<file path="src/common/mspsc_pkg.sv">
package mspsc_pkg;

  // clock
  localparam int CLK_PERIOD_NS = 25;
  localparam int CLK_MHZ       = 40;

  // strap sampling window after reset release, least time
  localparam int STRAP_SAMPLE_NS  = 1000;
  localparam int STRAP_SAMPLE_CYC =
    (STRAP_SAMPLE_NS + CLK_PERIOD_NS - 1) / CLK_PERIOD_NS;
  localparam int SAMPLE_CNT_W     = 6;

  // power-down to run wake time, typical
  localparam int WAKE_TIME_US     = 1410;
  localparam int WAKE_DELAY_CYC   = WAKE_TIME_US * CLK_MHZ;
  localparam int WAKE_CNT_W       = 16;

  // config_reg_zero bit positions
  localparam int CFG_IDLE_BIT     = 5;
  localparam int CFG_THERMAL_BIT  = 6;
  localparam int CFG_SLEEP_BIT    = 7;

  // flash_control_reg bit positions
  localparam int FC_PROGRAM_BIT   = 3;
  localparam int FC_ERASE_BIT     = 2;
  localparam logic [7:0] FC_RESET = 8'h00;

  localparam logic [15:0] APP_START_ADDR = 16'h4000;

  // widths of event groups, wake flag bit positions
  localparam int IRQ_W            = 10;
  localparam int RESUME_W         = 7;
  localparam int WAKE_SRC_W       = 5;
  localparam int WAKE_FLAG_W      = 7;
  localparam int WF_WATCHDOG_BIT  = 5;
  localparam int WF_THERMAL_BIT   = 6;

  // strap codes, mode_strap_a in the upper bit
  localparam logic [1:0] STRAP_TEST  = 2'h0;
  localparam logic [1:0] STRAP_FLASH_PROGRAM_BIT  = 2'h1;
  localparam logic [1:0] STRAP_DEBUG = 2'h2;

  typedef enum logic [2:0] {
    MODE_BOOT   = 3'h0,
    MODE_NORMAL = 3'h1,
    MODE_DEBUG  = 3'h3,
    MODE_FLASH_PROGRAM_BIT   = 3'h2,
    MODE_TEST   = 3'h6,
    MODE_SCAN   = 3'h7
  } mspsc_mode_type;

  typedef enum logic [2:0] {
    PS_INIT  = 3'h0,
    PS_RUN   = 3'h1,
    PS_IDLE  = 3'h3,
    PS_SLEEP = 3'h2,
    PS_WAKE  = 3'h6,
    PS_THERM = 3'h7,
    PS_HOLD  = 3'h4
  } mspsc_pwr_type;

endpackage

</file>
<file path="src/common/mspsc_flag_if.sv">
`timescale 1ns/1ps
interface mspsc_flag_if #(parameter int W = 7);
  logic [W-1:0] set;
  logic [W-1:0] clr;
  logic         clr_all;
  logic [W-1:0] flags;

  modport owner (input set, input clr, input clr_all, output flags);
  modport user  (output set, output clr, output clr_all, input flags);
endinterface

</file>
<file path="src/rtl/mspsc_ctrl.sv">
`timescale 1ns/1ps
// Operation
// - latch both straps at end of sampling window, hold them
// - mode from select pin and strap pair
// - lock bit turns program/debug into normal
// - scan pin high forces scan mode, after pin synchroniser delay
// - wait one sampling period before operating
// - normal/debug block setting program and erase
// - init resets peripherals, boots, starts at 4000h
// - run keeps state on wakeups, sets flags
// - idle stops cpu clock, resume returns run
// - idle entry clears watchdog, wakeups flag only
// - interrupt leaves idle; return re-enters idle unless a resume source was seen
// - record resume sources in resume flags
// - idle accepts all listed interrupt requests
// - power-down keeps controller and retained memory
// - clear wake flags entering sleep or thermal
// - thermal halt waits only on cooldown
// - idle write needs active resume-capable peripheral
// - watchdog overflow reinitialises, keeps normal mode
// - thermal halt bit enters thermal shutdown
// - power-down entered only by software bit
// - wakeup restarts in run after wake delay
module mspsc_ctrl
  import mspsc_pkg::*;
#(
  parameter int WAKE_CYC = mspsc_pkg::WAKE_DELAY_CYC
)
(
  input  wire logic                          ref_clk_in,
  input  wire logic                          reset_in,
  input  wire logic                          scan_entry_pin_in,
  input  wire logic                          strap_select_enable_pin_in,
  input  wire logic                          mode_strap_a_in,
  input  wire logic                          mode_strap_b_in,
  input  wire logic                          debug_program_lock_in,
  input  wire logic                          overtemp_detector_in,
  input  wire logic                          boot_done_in,
  input  wire logic                          cfg_wr_in,
  input  wire logic [7:0]                    cfg_data_in,
  input  wire logic                          resume_capable_active_in,
  input  wire logic [mspsc_pkg::RESUME_W-1:0]   resume_src_in,
  input  wire logic [mspsc_pkg::RESUME_W-1:0]   resume_clr_in,
  input  wire logic [mspsc_pkg::IRQ_W-1:0]      irq_req_in,
  input  wire logic                          reti_in,
  input  wire logic                          wd_overflow_in,
  input  wire logic [mspsc_pkg::WAKE_SRC_W-1:0] wake_src_in,
  input  wire logic [mspsc_pkg::WAKE_FLAG_W-1:0] wake_clr_in,
  input  wire logic                          flash_ctrl_wr_in,
  input  wire logic [7:0]                    flash_ctrl_data_in,
  input  wire logic                          ram_retain_in,
  output mspsc_pkg::mspsc_mode_type          mode_out,
  output logic [1:0]                         strap_latch_out,
  output mspsc_pkg::mspsc_pwr_type           power_state_out,
  output logic                               cpu_clk_en_out,
  output logic                               cpu_power_out,
  output logic                               periph_power_out,
  output logic                               ram_low_power_out,
  output logic                               periph_reset_out,
  output logic                               app_start_out,
  output logic [15:0]                        start_addr_out,
  output logic                               wd_clear_out,
  output logic [mspsc_pkg::WAKE_FLAG_W-1:0]  wake_flag_reg_out,
  output logic [mspsc_pkg::RESUME_W-1:0]     resume_flag_out,
  output logic [7:0]                         flash_control_reg_out
);
  import mspsc_pkg::*;

  logic                    scan_lvl;
  logic                    select_lvl;
  logic                    strap_a_lvl;
  logic                    strap_b_lvl;
  logic                    hot_lvl;
  logic [SAMPLE_CNT_W-1:0] sample_cnt;
  logic [WAKE_CNT_W-1:0]   wake_cnt;
  logic                    woke;
  logic                    isr_from_idle;
  logic                    resume_seen;
  logic                    any_resume;
  logic                    any_irq;
  logic                    any_wake;
  logic                    block_mode;
  logic                    power_off;
  logic                    sleep_req;
  logic                    therm_req;
  logic                    idle_req;
  logic [1:0]              strap_now;
  mspsc_mode_type          next_mode;

  mspsc_flag_if #(.W(WAKE_FLAG_W)) wake_if ();
  mspsc_flag_if #(.W(RESUME_W))    resume_if ();

  mspsc_pin_sync u_scan_sync (
    .ref_clk_in (ref_clk_in),
    .reset_in   (reset_in),
    .pin_in     (scan_entry_pin_in),
    .level_out  (scan_lvl)
  );
  mspsc_pin_sync u_select_sync (
    .ref_clk_in (ref_clk_in),
    .reset_in   (reset_in),
    .pin_in     (strap_select_enable_pin_in),
    .level_out  (select_lvl)
  );
  mspsc_pin_sync u_strap_a_sync (
    .ref_clk_in (ref_clk_in),
    .reset_in   (reset_in),
    .pin_in     (mode_strap_a_in),
    .level_out  (strap_a_lvl)
  );
  mspsc_pin_sync u_strap_b_sync (
    .ref_clk_in (ref_clk_in),
    .reset_in   (reset_in),
    .pin_in     (mode_strap_b_in),
    .level_out  (strap_b_lvl)
  );
  mspsc_pin_sync u_hot_sync (
    .ref_clk_in (ref_clk_in),
    .reset_in   (reset_in),
    .pin_in     (overtemp_detector_in),
    .level_out  (hot_lvl)
  );

  mspsc_flag_reg #(.W(WAKE_FLAG_W)) u_wake_flags (
    .ref_clk_in (ref_clk_in),
    .reset_in   (reset_in),
    .port       (wake_if.owner)
  );
  mspsc_flag_reg #(.W(RESUME_W)) u_resume_flags (
    .ref_clk_in (ref_clk_in),
    .reset_in   (reset_in),
    .port       (resume_if.owner)
  );

  assign strap_now  = {strap_a_lvl, strap_b_lvl};
  assign any_resume = |resume_src_in;
  assign any_irq    = |irq_req_in;
  assign any_wake   = |wake_src_in;
  assign block_mode = (mode_out == MODE_NORMAL) ||
                      (mode_out == MODE_DEBUG);
  assign sleep_req  = cfg_wr_in && cfg_data_in[CFG_SLEEP_BIT];
  assign therm_req  = cfg_wr_in && cfg_data_in[CFG_THERMAL_BIT];
  assign idle_req   = cfg_wr_in && cfg_data_in[CFG_IDLE_BIT];

  // mode decode from the sampled pins
  always_comb
  begin
    next_mode = MODE_NORMAL;
    if (select_lvl)
    begin
      unique case (strap_now)
        STRAP_TEST:  next_mode = MODE_TEST;
        STRAP_FLASH_PROGRAM_BIT:  next_mode = debug_program_lock_in ?
                                 MODE_NORMAL : MODE_FLASH_PROGRAM_BIT;
        STRAP_DEBUG: next_mode = debug_program_lock_in ?
                                 MODE_NORMAL : MODE_DEBUG;
        default:     next_mode = MODE_NORMAL;
      endcase
    end
  end

  // mode selection after reset, scan entry at any time
  always_ff @(posedge ref_clk_in)
  begin
    if (reset_in)
    begin
      mode_out        <= MODE_BOOT;
      sample_cnt      <= '0;
      strap_latch_out <= 2'h0;
    end
    else if (scan_lvl)
      mode_out <= MODE_SCAN;
    else if (mode_out == MODE_BOOT)
    begin
      if (sample_cnt == SAMPLE_CNT_W'(STRAP_SAMPLE_CYC - 1))
      begin
        strap_latch_out <= strap_now;
        mode_out        <= next_mode;
      end
      else
        sample_cnt <= sample_cnt + 1'b1;
    end
  end

  // flash control register, setting program/erase blocked in normal/debug
  always_ff @(posedge ref_clk_in)
  begin
    if (reset_in)
      flash_control_reg_out <= FC_RESET;
    else if (flash_ctrl_wr_in)
    begin
      flash_control_reg_out <= flash_ctrl_data_in;
      if (block_mode)
      begin
        flash_control_reg_out[FC_PROGRAM_BIT] <=
          flash_ctrl_data_in[FC_PROGRAM_BIT] &
          flash_control_reg_out[FC_PROGRAM_BIT];
        flash_control_reg_out[FC_ERASE_BIT] <=
          flash_ctrl_data_in[FC_ERASE_BIT] &
          flash_control_reg_out[FC_ERASE_BIT];
      end
    end
  end

  // power state sequencing in normal mode
  always_ff @(posedge ref_clk_in)
  begin
    if (reset_in)
    begin
      power_state_out <= PS_HOLD;
      wake_cnt        <= '0;
      woke            <= 1'b0;
      isr_from_idle   <= 1'b0;
      resume_seen     <= 1'b0;
    end
    else if (mode_out != MODE_NORMAL)
      power_state_out <= PS_HOLD;
    else
    begin
      unique case (power_state_out)
        PS_HOLD:
          power_state_out <= PS_INIT;
        PS_INIT:
          if (boot_done_in)
            power_state_out <= PS_RUN;
        PS_RUN:
        begin
          if (any_resume)
            resume_seen <= 1'b1;
          if (wd_overflow_in)
            power_state_out <= PS_INIT;
          else if (sleep_req)
            power_state_out <= PS_SLEEP;
          else if (therm_req)
            power_state_out <= PS_THERM;
          else if (idle_req && resume_capable_active_in)
            power_state_out <= PS_IDLE;
          else if (reti_in && isr_from_idle)
          begin
            isr_from_idle <= 1'b0;
            if (!resume_seen && !any_resume)
              power_state_out <= PS_IDLE;
          end
        end
        PS_IDLE:
        begin
          if (wd_overflow_in)
            power_state_out <= PS_INIT;
          else if (any_resume)
          begin
            power_state_out <= PS_RUN;
            isr_from_idle   <= 1'b0;
          end
          else if (any_irq)
          begin
            power_state_out <= PS_RUN;
            isr_from_idle   <= 1'b1;
            resume_seen     <= 1'b0;
          end
        end
        PS_SLEEP:
          if (any_wake || wd_overflow_in)
          begin
            power_state_out <= PS_WAKE;
            wake_cnt        <= '0;
          end
        PS_WAKE:
          if (wake_cnt == WAKE_CNT_W'(WAKE_CYC - 1))
          begin
            power_state_out <= PS_INIT;
            woke            <= 1'b1;
          end
          else
            wake_cnt <= wake_cnt + 1'b1;
        PS_THERM:
          if (!hot_lvl)
          begin
            power_state_out <= PS_INIT;
            woke            <= 1'b1;
          end
      endcase
      if (power_state_out == PS_INIT && boot_done_in)
        woke <= 1'b0;
    end
  end

  // init pulses, start vector and watchdog clears
  always_ff @(posedge ref_clk_in)
  begin
    if (reset_in)
    begin
      app_start_out  <= 1'b0;
      start_addr_out <= 16'h0000;
      wd_clear_out   <= 1'b0;
    end
    else
    begin
      app_start_out <= 1'b0;
      wd_clear_out  <= 1'b0;
      if (mode_out == MODE_NORMAL && power_state_out == PS_INIT &&
          boot_done_in)
      begin
        app_start_out  <= 1'b1;
        start_addr_out <= APP_START_ADDR;
        wd_clear_out   <= woke;
      end
      if (mode_out == MODE_NORMAL && power_state_out == PS_RUN &&
          !wd_overflow_in && !sleep_req && !therm_req &&
          ((idle_req && resume_capable_active_in) ||
           (reti_in && isr_from_idle && !resume_seen && !any_resume)))
        wd_clear_out <= 1'b1;
    end
  end

  // wake flags: sources set in any state except thermal and hold, thermal bit on cooldown, cleared on entry
  always_comb
  begin
    wake_if.set = '0;
    if (power_state_out == PS_THERM)
      wake_if.set[WF_THERMAL_BIT] = !hot_lvl;
    else if (mode_out == MODE_NORMAL && power_state_out != PS_HOLD)
    begin
      wake_if.set[WAKE_SRC_W-1:0] = wake_src_in;
      wake_if.set[WF_WATCHDOG_BIT] = wd_overflow_in;
    end
  end
  assign wake_if.clr     = wake_clr_in;
  assign wake_if.clr_all = power_state_out == PS_RUN && !wd_overflow_in &&
                           (sleep_req || therm_req);
  assign wake_flag_reg_out = wake_if.flags;

  assign resume_if.set     = resume_src_in;
  assign resume_if.clr     = resume_clr_in;
  assign resume_if.clr_all = 1'b0;
  assign resume_flag_out   = resume_if.flags;

  // power and clock gating
  assign power_off = power_state_out == PS_SLEEP ||
                     power_state_out == PS_THERM;
  assign cpu_power_out     = !power_off;
  assign periph_power_out  = !power_off;
  assign ram_low_power_out = !power_off || ram_retain_in;
  assign periph_reset_out  = mode_out == MODE_NORMAL &&
                             power_state_out == PS_INIT;
  assign cpu_clk_en_out    = (mode_out == MODE_NORMAL) ?
                             (power_state_out == PS_RUN ||
                              power_state_out == PS_INIT) :
                             (mode_out == MODE_TEST ||
                              mode_out == MODE_FLASH_PROGRAM_BIT ||
                              mode_out == MODE_DEBUG);

  a_scan_entry: assert property (
    @(posedge ref_clk_in) disable iff (reset_in)
    scan_lvl |=> mode_out == MODE_SCAN)
    else $error("scan pin did not force scan mode");

  a_strap_hold: assert property (
    @(posedge ref_clk_in) disable iff (reset_in)
    $past(mode_out) != MODE_BOOT |-> $stable(strap_latch_out))
    else $error("latched straps changed after sampling");

  a_sample_wait: assert property (
    @(posedge ref_clk_in) disable iff (reset_in)
    $past(mode_out) == MODE_BOOT && mode_out != MODE_BOOT &&
    mode_out != MODE_SCAN |->
    $past(sample_cnt) == SAMPLE_CNT_W'(STRAP_SAMPLE_CYC - 1))
    else $error("mode chosen before sampling period ended");

  a_lock_normal: assert property (
    @(posedge ref_clk_in) disable iff (reset_in)
    $past(mode_out) == MODE_BOOT && mode_out != MODE_BOOT &&
    mode_out != MODE_SCAN && $past(debug_program_lock_in) |->
    mode_out != MODE_FLASH_PROGRAM_BIT && mode_out != MODE_DEBUG)
    else $error("locked part selected program or debug mode");

  a_lock_forces: assert property (
    @(posedge ref_clk_in) disable iff (reset_in)
    debug_program_lock_in |-> mode_out != MODE_FLASH_PROGRAM_BIT ##0
    (mode_out != MODE_DEBUG || $past(mode_out) == MODE_DEBUG))
    else $error("lock bit did not force normal mode");

  a_flash_block: assert property (
    @(posedge ref_clk_in) disable iff (reset_in)
    $past(block_mode) |->
    !$rose(flash_control_reg_out[FC_PROGRAM_BIT]) &&
    !$rose(flash_control_reg_out[FC_ERASE_BIT]))
    else $error("program or erase bit set in blocked mode");

  a_idle_resume: assert property (
    @(posedge ref_clk_in) disable iff (reset_in)
    power_state_out == PS_IDLE && mode_out == MODE_NORMAL &&
    any_resume && !wd_overflow_in && !scan_lvl
    |=> power_state_out == PS_RUN && !cpu_clk_en_out == 1'b0)
    else $error("resume did not return to run");

  a_idle_wdclr: assert property (
    @(posedge ref_clk_in) disable iff (reset_in)
    $changed(power_state_out) && power_state_out == PS_IDLE
    |-> wd_clear_out)
    else $error("watchdog not cleared on idle entry");

  a_wd_init: assert property (
    @(posedge ref_clk_in) disable iff (reset_in)
    wd_overflow_in && mode_out == MODE_NORMAL && !scan_lvl &&
    (power_state_out == PS_RUN || power_state_out == PS_IDLE)
    |=> power_state_out == PS_INIT && mode_out == MODE_NORMAL &&
        wake_flag_reg_out[WF_WATCHDOG_BIT])
    else $error("watchdog overflow not handled");

  a_therm_hold: assert property (
    @(posedge ref_clk_in) disable iff (reset_in)
    power_state_out == PS_THERM && hot_lvl && mode_out == MODE_NORMAL &&
    !scan_lvl |=> power_state_out == PS_THERM)
    else $error("left thermal shutdown while hot");

  a_sleep_sw: assert property (
    @(posedge ref_clk_in) disable iff (reset_in)
    $changed(power_state_out) && power_state_out == PS_SLEEP
    |-> $past(sleep_req))
    else $error("power-down entered without software request");

  a_sleep_flags: assert property (
    @(posedge ref_clk_in) disable iff (reset_in)
    $changed(power_state_out) && power_state_out == PS_SLEEP &&
    $past(wake_src_in) == '0 && !$past(wd_overflow_in)
    |-> wake_flag_reg_out == '0)
    else $error("wake flags not cleared entering power-down");
endmodule

</file>
<file path="src/rtl/mspsc_flag_reg.sv">
`timescale 1ns/1ps
module mspsc_flag_reg
#(
  parameter int W = 7
)
(
  input  wire logic  ref_clk_in,
  input  wire logic  reset_in,
  mspsc_flag_if.owner port
);
  // a set in the same cycle as a clear wins
  always_ff @(posedge ref_clk_in)
  begin
    if (reset_in)
      port.flags <= '0;
    else
      port.flags <= (port.flags & ~(port.clr | {W{port.clr_all}}))
                    | port.set;
  end
endmodule

</file>
<file path="src/rtl/mspsc_pin_sync.sv">
`timescale 1ns/1ps
module mspsc_pin_sync
(
  input  wire logic ref_clk_in,
  input  wire logic reset_in,
  input  wire logic pin_in,
  output logic      level_out
);
  logic stage1;
  logic stage2;
  logic stage3;

  // a change counts once the second and third stage agree
  always_ff @(posedge ref_clk_in)
  begin
    if (reset_in)
    begin
      stage1    <= 1'b0;
      stage2    <= 1'b0;
      stage3    <= 1'b0;
      level_out <= 1'b0;
    end
    else
    begin
      stage1 <= pin_in;
      stage2 <= stage1;
      stage3 <= stage2;
      if (stage2 == stage3)
        level_out <= stage2;
    end
  end
endmodule
</file>
<file path="config.mk">
export PLATFORM = sky130hd
export DESIGN_NAME = mspsc_ctrl
export DESIGN_NICKNAME = d
export VERILOG_FILES = /design/src/common/mspsc_pkg.sv /design/src/common/mspsc_flag_if.sv /design/src/rtl/mspsc_ctrl.sv /design/src/rtl/mspsc_flag_reg.sv /design/src/rtl/mspsc_pin_sync.sv
export SDC_FILE = /design/constraint.sdc
export NUM_CORES = 1
export LEC_CHECK = 0
export ABC_CLOCK_PERIOD_IN_PS = 2200
export BUFFER_PORTS_ARGS = -buffer_cell sky130_fd_sc_hd__buf_2
export CAP_MARGIN = 10
export CORE_UTILIZATION = 50
export CTS_CLUSTER_DIAMETER = 120
export CTS_CLUSTER_SIZE = 30
export DETAILED_ROUTE_END_ITERATION = 7
export PLACE_DENSITY = 0.88
export SLEW_MARGIN = 20
export SYNTH_ARGS = -nofsm -noshare
export SYNTH_HDL_FRONTEND = slang
export SYNTH_SLANG_ARGS = --single-unit
</file>
<file path="constraint.sdc">
create_clock -name ref_clk_in -period 2.2 [get_ports ref_clk_in]
set_input_delay 0.22 -clock ref_clk_in [delete_from_list [all_inputs] [get_ports ref_clk_in]]
set_output_delay 0.22 -clock ref_clk_in [all_outputs]
set_load 0.05 [all_outputs]
</file>
==> flow_summary.yaml, run 1 <==
worst_setup_path:
  crit_family: "simple AND/OR/NAND/NOR gates"
  r2r_cells: 5
  slowest_stage: "or4_1"
  rrSetupSlack_ps: 70
  max_stage_delay_ps: 570
  cp-start-kind: "register"
  critical_path_buf_inv_count: 0
  reg2reg_from: "mode_out[2]$_SDFFE_PP0P_"
  worstReg2RegEnd: "wake_cnt[11]$_SDFFE_PP0P_"
  critPathMaxFanout: 22
  crit_path_cell_trace: "or3b_4, nor3_4, nand2_4, or4_1, a21oi_1"
  critPathCaptureType: "register"
  crit_arrival_ps: 2420
  crit_type: "reg -> reg"
  required_ps: 2490
pwr:
  p_clk_share_pct: 37.2
  swShare_pct: 29.6
  ir_worst_vdd_mv: 0.583
  seqPwrFrac_pct: 52.3
  p_per_area_nw_per_um2: 654
  combPwrFrac_pct: 10.5
  p_leak_nw: 1.79
  p_int_mw: 1.97
  p_switching_uw: 828
synth:
  synth-async-reset-ratio_pct: 0
  avgSynthCellArea_um2: 8.52
  ys_warn_count: 0
  synth_flop_cell: "dfxtp_1"
  synth_top_area_share_pct: 44.3
  synth_edf_count: 0
  yosys_register_bits: 78
  ys_seq_area_share_pct: 44.3
  synth_cell_types: 52
  synthTopCellsByArea: "dfxtp_1 44%, a21oi_1 5.4%, nor2_1 4.9%, buf_4 3.4%, nor2b_1 3.4%"
  netlist.top_cell.by_area: "dfxtp_1"
  syn_area_um2: 3530
  postSynthCellCount: 414
final_layout:
  seq_area_um2: 1570
  fin_util_pct: 63.0
  syn2layout_area_growth_pct: 21.3
  fillCellCount: 562
  multi_input_area_um2: 1720
  final_cell_area_um2: 4280
  final_cells: 615
  num_antenna_cells: 0
  nNetsFinal: 583
  drive_gt1_share_pct: 27.4
global_routing:
  grt_antenna_before_repair: 0
  grt_overflow: 0
  grt_pass1_vias: 3101
  grt_pass1_wl_um: 13700
  grtUsageTotal_pct: 23.6
  grt_max_degree: 32
clocking:
  numCtsBuffers: 9
  cts-root-buf: "clkbuf_8"
  cts_max_level: 3
  cts.clk_slew.worst_paths_ps: 90
  cts_setup_buffers: 0
  cts_buffer_depth: 2
  cts_tree: "built"
  worstSkewPairLatency_ps: 370
  cts_sinks: 78
place:
  placed_area_um2: 4080
  dp_hpwl_um: 6070
  place.gp.congestion: 0.854
  io_buffers: 99
  placed_cells: 599
route:
  drtIter0Drc: 274
  num_vias: 3355
  vias_per_cell: 5.46
  first_pass_iters: 5
  wirelength_um: 8330
  antenna_left: 0
  post_drt_wl_per_cell_um: 13.5
  drcViolationCount: 0
timing:
  min_period_over_period_pct: 96.6
  finalSetupViolCount: 0
  fin_skew_ps: 9.73
  min_period_ps: 2130
  hold_viol: 0
  slew_viol_final: 0
  fmax_ghz: 0.470
  rsz0062_at_grt: "no"
  setup_tns_ps: 0
  whs_ps: 53.5
hold_path:
  hp-start: "overtemp_detector_in"
  min_to: "u_hot_sync.stage1$_SDFF_PP0_"
  hp-class: "in -> reg"
  holdPathStages: 2
floorplan:
  die_w_um: 86.0
  die_area_um2: 7390
  rows: 30
  top_level_ports: 120
  start_util_pct: 51.9
  fp.dieH_um: 86.0
  core_area_um2: 6790
run_status:
  status: "complete, no violations"
job:
  drv_cap: 0
[kinds of logic after synthesis]
family / Yosys count / share of synthesized area (%)
buffers and inverters: 61 / 8.98
xor gates and xnor gates: 5 / 1.24
muxes: 10 / 2.84
AOI/OAI and AO/OA: 93 / 16.5
adders and majority gates: 2 / 0.710
and+or+nand+nor: 164 / 25.3
other: 1 / 0.106
DFF: 78 / 44.3
[layout make-up]
cell class                 instances  share of cell area, %
multi-input combinational        289                   40.2
clock inverter                     7                   1.49
timing repair buffer             112                   13.9
tap                               96                   2.81
inverter                          24                   2.11
clock buffer                       9                   2.90
sequential                        78                   36.6
[state kept, by name (all words and copies together), names as in the netlist, 2 cells and up]
| signal | flops |
|---|---|
| flash_control_reg_out | 8 |
| power_state_out | 3 |
| strap_latch_out | 2 |
| mode_out | 3 |
| wake_cnt | 16 |
| sample_cnt | 6 |
| u_wake_flags.port.flags | 7 |
| u_resume_flags.port.flags | 7 |
[synthesized netlist by cell type (all sizes together) (2+ instances only)]
cell    number
dfxtp       78
nor2        46
a21oi       38
inv         24
buf         23
nand2       19
nor2b       19
nor3        16
o21ai       16
clkbuf      14
nand3       13
o31ai       13
or4         12
mux2i       10
nor4        10
a32oi        7
or3          6
nand4        5
a31oi        4
nand4b       4
o211ai       4
xor2         3
a41oi        2
and3         2
ha           2
o21a         2
or2          2
or3b         2
or4b         2
xnor2        2
[placed cells by master, fill, tap and decap left out, types with 14 or more instances in the layout]
master   instances
a21oi_1         38
nor2b_1         19
conb_1          15
inv_1           24
nor2_1          46
dfxtp_1         75
o21ai_0         14
nand2_1         18
buf_2           99
[worst register-to-register path: stages (launching register included)]
cell and delay (ps):
dfxtp_1 380, or3b_4 440, nor3_4 270, nand2_4 200, or4_1 570, a21oi_1 190
[worst max path at each step]
stage                                                from                   endpoint  cells after the start
after floorplan           power_state_out[1]$_SDFFE_PP0P_  wake_cnt[11]$_SDFFE_PP0P_                      7
after global placement           mode_out[2]$_SDFFE_PP0P_   wake_cnt[5]$_SDFFE_PP0P_                      5
after detailed placement         mode_out[2]$_SDFFE_PP0P_  wake_cnt[11]$_SDFFE_PP0P_                      5
after CTS                        mode_out[2]$_SDFFE_PP0P_  wake_cnt[11]$_SDFFE_PP0P_                      5
after global routing             mode_out[2]$_SDFFE_PP0P_  wake_cnt[11]$_SDFFE_PP0P_                      5
final                            mode_out[2]$_SDFFE_PP0P_  wake_cnt[11]$_SDFFE_PP0P_                      5
[power by group through the flow]
stage / Combinational [mW] / Sequential (mW) / Clock [mW]
finish: 0.293 / 1.46 / 1.04
global route: 0.313 / 1.47 / 1.11
CTS: 0.292 / 1.46 / 1.06
detailed placement: 0.290 / 1.50 / 0
global placement: 0.283 / 1.49 / 0
floorplan: 0.154 / 1.56 / 0
[timing repair]
action	4_1_cts	5_1_grt
hold buffers	0	0
resized for setup	0	3
endpoints found under the setup margin	0	9
[per-stage QoR]
step,setup slack (ps),power (mW)
after global routing,3.32,2.89
after CTS,1.94,2.81
after detailed placement,72.6,1.79
final,74.5,2.80
after floorplan,7.95,1.71
after global placement,157,1.78
[per-layer routing]
layer	share of wire [%]	vias to the layer above	track usage [%]
li1	-	1649	-
met1	42	1549	27.7
met2	49	137	40.4
met3	6.7	20	6.83
met4	1.8	0	9.55
met5	0	-	0
No activity file was read; power rests on OpenSTA's default activity.
==> inputs of run 2 (changes only) <==
SYNTH_HIERARCHICAL = 1   (was unset)
==> run 2 against run 1 <==
Count of clock-buffer cells in the layout grew 1; largest cell class unchanged; sequential power is essentially flat; die area shrank 0.80%; highest routed layer unchanged.
==> flow_summary.yaml, run 2 <==
final_layout:
  drive_gt1_share_pct: 27.7
  final_cell_area_um2: 4320
  syn2layout_area_growth_pct: 23.6
  final_cells: 600
  reg_top3: "wake_cnt: 16 flops, flash_control_reg_out: 8 flops"
  nNetsFinal: 585
  fin_util_pct: 64.0
  final_common_cell: "buf_2"
  fillCellCount: 587
  num_antenna_cells: 0
  largest_reg_flops: 16
  regMostFlops: "wake_cnt"
  layout_common_cells: "99 x buf_2, 74 x dfxtp_1, 43 x nor2_1, 38 x a21oi_1, 26 x inv_1"
synth:
  yosys_register_bits: 78
  synth_top_area_share_pct: 44.7
  synth_top_family_by_area: "simple AND/OR/NAND/NOR gates"
  synth_cell_types: 54
  synth_compound_area_share_pct: 14.0
  avgSynthCellArea_um2: 8.74
  synth-async-reset-ratio_pct: 0
  ys_seq_area_share_pct: 44.7
  synth.most_common_cell: "dfxtp_1"
  postSynthCellCount: 400
  ys_warn_count: 6
  synth_edf_count: 0
  ys_top_cells_by_count: "78 x dfxtp_1, 43 x nor2_1, 38 x a21oi_1"
  synthTopCellsByArea: "dfxtp_1 45%, a21oi_1 5.4%, nor2_1 4.6%, or3b_1 3.8%, buf_4 3.4%"
  synth_xor_area_share_pct: 3.26
  synth_simple_gate_area_share_pct: 27.3
  netlist.top_cell.by_area: "dfxtp_1"
  syn_area_um2: 3500
  synth_flop_cell: "dfxtp_1"
  synthAdderAreaFrac_pct: 0.716
  synthMuxAreaShare_pct: 2.58
worst_setup_path:
  cp-start-kind: "register"
  critPathMaxFanout: 8
  crit_cells: 5
  slowest_stage: "or4_1"
  crit_type: "reg -> reg"
  crit_path_cell_trace: "or3b_1, a311o_1, a21o_1, or4_1, a21oi_1"
  critPathCaptureType: "register"
  critical_path_buf_inv_count: 0
  crit_arrival_ps: 2350
  required_ps: 2470
  max_stage_delay_ps: 490
  crit_family: "simple AND/OR/NAND/NOR gates"
  r2r_cells: 5
  rrSetupSlack_ps: 110
clocking:
  cts_sinks: 78
  worstSkewPairLatency_ps: 350
  cts_setup_buffers: 0
  cts.clk_slew.worst_paths_ps: 80
  cts-root-buf: "clkbuf_8"
  cts_max_level: 3
  numCtsBuffers: 9
  cts_buffer_depth: 2
  cts_tree: "built"
route:
  antenna_left: 0
  drtIter0Drc: 205
  wirelength_um: 8040
  first_pass_iters: 4
  post_drt_wl_per_cell_um: 13.4
  num_vias: 3192
  vias_per_cell: 5.32
  drcViolationCount: 0
pwr:
  p_per_area_nw_per_um2: 650
  p_total_mw: 2.81
  ir_worst_vdd_mv: 0.400
  p_leak_nw: 1.80
timing:
  min_period_ps: 2090
  whs_ps: 80.7
  rsz0062_at_grt: "no"
  hold_viol: 0
  worst_pin_slew_ps: 619
  slew_viol_final: 0
  fin_skew_ps: 12.3
  min_period_over_period_pct: 94.8
  setup_tns_ps: 0
  finalSetupViolCount: 0
  max_slew_margin_pct: 58.4
  setup_slack_ps: 115
  fmax_ghz: 0.480
global_routing:
  grt_overflow: 0
  grt_pass1_vias: 3063
  grt_antenna_before_repair: 0
  grt_max_degree: 38
  grtUsageTotal_pct: 22.2
  grt_pass1_wl_um: 13200
run_status:
  status: "complete, no violations"
floorplan:
  fp.dieH_um: 85.6
  rows: 30
  die_area_um2: 7330
  start_util_pct: 51.8
  top_level_ports: 120
  die_w_um: 85.6
  core_area_um2: 6760
hold_path:
  holdPathStages: 2
  hp-class: "in -> reg"
place:
  place.gp.congestion: 0.849
  dp_slack_ps: 143
  placed_cells: 585
  dp_hpwl_um: 5880
  placed_area_um2: 4120
  io_buffers: 99
job:
  drv_cap: 0
## run 2: changes by cell type after synthesis, moves of 6 or more
| cell | before | now |
|---|---|---|
| and2_1 | 1 | 7 |
| o31ai_1 | 13 | 5 |
| xnor2_1 | 2 | 10 |
| a32oi_1 | 7 | 0 |
| or4_1 | 12 | 4 |
| clkbuf_1 | 14 | 7 |
| o21ai_0 | 15 | 6 |
| or3b_1 | 1 | 15 |
## run 2: layout make-up
class / instances / area (um2) / share of cell area (%)
multi-input combinational: 291 / 1780 / 41.2
sequential: 78 / 1570 / 36.3
timing repair buffer: 110 / 578 / 13.4
clock buffer: 10 / 138 / 3.18
tap: 80 / 100 / 2.32
inverter: 26 / 97.6 / 2.26
clock inverter: 5 / 58.8 / 1.36
## run 2: worst register-to-register path: stages, from the launching register on
cell and delay [ps]:
dfxtp_4 390, or3b_1 390, a311o_1 350, a21o_1 220, or4_1 490, a21oi_1 170
## run 2: routing by layer
| layer | routed length (um) | global-route usage (%) | part of all wire (%) | up-vias |
|---|---|---|---|---|
| met2 | 4090 | 38.3 | 51 | 95 |
| met5 | 0 | 0 | 0 | - |
| met4 | 95 | 8.79 | 1.2 | 0 |
| met3 | 411 | 6.06 | 5.1 | 10 |
| met1 | 3450 | 26.3 | 43 | 1494 |
| li1 | - | - | - | 1593 |
## run 2: kinds of logic after synthesis
group,after synthesis
XOR/XNOR,13
adder cells (fa/ha/maj),2
other,1
AND/OR/NAND/NOR,167
AO/OA/AOI/OAI,78
flip-flops,78
multiplexers,9
buffers and inverters,52
## run 2: what timing repair did
action	4_1_cts	5_1_grt
endpoints found under the setup margin	0	1
gates resized for setup	0	1
hold buffers	0	0
## run 2: power breakdown
part,switching (mW),internal [mW]
logic,0.196,0.0854
registers,0.0169,1.44
clock network,0.516,0.551
total,0.729,2.08
## run 2: path summary, 6_finish.rpt
check / end / from
worst min register to register: u_strap_a_sync/stage2$_SDFF_PP0_ / u_strap_a_sync/stage1$_SDFF_PP0_
worst min-delay path: u_scan_sync/stage1$_SDFF_PP0_ / scan_entry_pin_in
worst max-delay path: wake_cnt[5]$_SDFFE_PP0P_ / mode_out[0]$_SDFFE_PP0P_
worst max register to register: wake_cnt[5]$_SDFFE_PP0P_ / mode_out[0]$_SDFFE_PP0P_
==> inputs of run 3 (changes only) <==
ABC_CLOCK_PERIOD_IN_PS = 2500   (was 2200)
CORE_UTILIZATION = 54   (was 50)
PLACE_DENSITY = 0.93   (was 0.88)
clock period = 2.5 ns   (was 2.2 ns; I/O delays follow)
==> run 3 against run 2 <==
Routed wire length down 2.8%; global-route usage up 1.3 points; final cell count fell by 1.5%; clock skew shrank 2.2 ps; highest routed layer unchanged.
==> flow_summary.yaml, run 3 (synthesized netlist as in run 2, its figures left out) <==
run_status:
  status: "complete, no violations"
hold_path:
  hp-class: "in -> reg"
worst_setup_path:
  cp-start-kind: "register"
  critPathMaxFanout: 12
  crit_type: "reg -> out"
  required_ps: 2250
  critPathCaptureType: "primary output"
  crit_arrival_ps: 1930
global_routing:
  grt_pass1_wl_um: 12200
  grt_overflow: 0
  grtUsageTotal_pct: 23.5
  grt_pass1_vias: 2778
  grt_antenna_before_repair: 0
  grt_max_degree: 41
route:
  drtIter0Drc: 227
  vias_per_cell: 5.40
  post_drt_wl_per_cell_um: 13.2
  num_vias: 3194
  first_pass_iters: 4
  antenna_left: 0
  wirelength_um: 7820
  drcViolationCount: 0
floorplan:
  start_util_pct: 57.4
  top_level_ports: 120
  die_area_um2: 6800
  die_w_um: 82.5
  fp.dieH_um: 82.5
  rows: 28
  core_area_um2: 6100
pwr:
  p_int_mw: 1.91
  combPwrFrac_pct: 9.7
  p_total_mw: 2.56
  p_switching_uw: 651
  p_per_area_nw_per_um2: 598
  swShare_pct: 25.4
  ir_worst_vdd_mv: 0.510
  seqPwrFrac_pct: 50.3
  p_leak_nw: 1.78
  p_clk_share_pct: 40.0
clocking:
  cts_max_level: 3
  cts_tree: "built"
  post_cts_resized: 0
  worstSkewPairLatency_ps: 350
  cts_buffer_depth: 2
  numCtsBuffers: 9
  cts_sinks: 78
  cts_setup_buffers: 0
  cts_hold_buf: 0
  cts.clk_slew.worst_paths_ps: 80
  cts-root-buf: "clkbuf_8"
timing:
  hold_viol: 0
  setup_tns_ps: 0
  fmax_ghz: 0.459
  max_slew_margin_pct: 60.9
  fin_skew_ps: 10.1
  slew_viol_final: 0
  worst_pin_slew_ps: 581
  min_period_ps: 2180
  finalSetupViolCount: 0
  min_period_over_period_pct: 87.2
  rsz0062_at_grt: "no"
place:
  place.gp.congestion: 0.848
  io_buffers: 99
  dp_hpwl_um: 5760
  placed_cells: 575
final_layout:
  largest_reg_flops: 16
  layout_common_cells: "99 x buf_2, 78 x dfxtp_1, 43 x nor2_1, 38 x a21oi_1, 26 x inv_1"
  final_cells: 591
  final_common_cell: "buf_2"
  syn2layout_area_growth_pct: 22.4
  regMostFlops: "wake_cnt"
  nNetsFinal: 580
  drive_gt1_share_pct: 25.8
  reg_top3: "wake_cnt: 16 flops, flash_control_reg_out: 8 flops"
  num_antenna_cells: 0
job:
  drv_cap: 0
[run 3: power groups by stage]
stage               sequential [mW]  clock [mW]  combinational (mW)
floorplan                      1.37           0               0.127
global placement               1.31           0               0.240
detailed placement             1.32           0               0.246
CTS                            1.29        1.03               0.247
global route                   1.29        1.09               0.267
finish                         1.29        1.02               0.248
[run 3: per-stage QoR]
stage | utilization, % | hold WS [ps] | cell area [um2] | setup slack, ps
2_1_floorplan | - | 319 | 3590 | 34.6
3_3_place_gp | 66.7 | 416 | 4070 | 430
3_5_place_dp | 66.7 | 423 | 4070 | 371
4_1_cts | 70.2 | 105 | 4280 | 313
5_1_grt | 70.2 | 106 | 4280 | 166
6_report | 70.2 | 107 | 4280 | 321
[run 3: critical path: stages, from the launching register on]
cell      delay [ps]
dfxtp_1          600
nand2b_1         290
nand3_1          170
or2_2            300
buf_2            210
[run 3: path summary, 6_finish.rpt]
check / startpoint / end / slack [ps] / cells past startpoint
setup reg to reg: mode_out[0]$_SDFFE_PP0P_ / wake_cnt[6]$_SDFFE_PP0P_ / 330 / 5
hold / removal: mode_strap_a_in / u_strap_a_sync/stage1$_SDFF_PP0_ / 110 / 2
hold reg to reg: u_hot_sync/stage1$_SDFF_PP0_ / u_hot_sync/stage2$_SDFF_PP0_ / 440 / 1
setup / recovery: power_state_out[2]$_SDFFE_PP1P_ / ram_low_power_out / 320 / 4
[run 3: area by class of cell]
cell class / instances / area (um2)
clock buffer: 10 / 128
clock inverter: 6 / 86.3
fill: 454 / 1820
inverter: 26 / 97.6
multi-input combinational: 291 / 1770
sequential: 78 / 1560
tap: 75 / 93.8
timing repair buffer: 105 / 541
[run 3: per-layer routing]
layer	track usage (%)	part of all wire, %	vias up
met5	0	0	-
met4	10.9	1.8	0
met3	5.38	6.6	12
met2	39.7	49	104
met1	28.2	42	1492
li1	-	-	1586
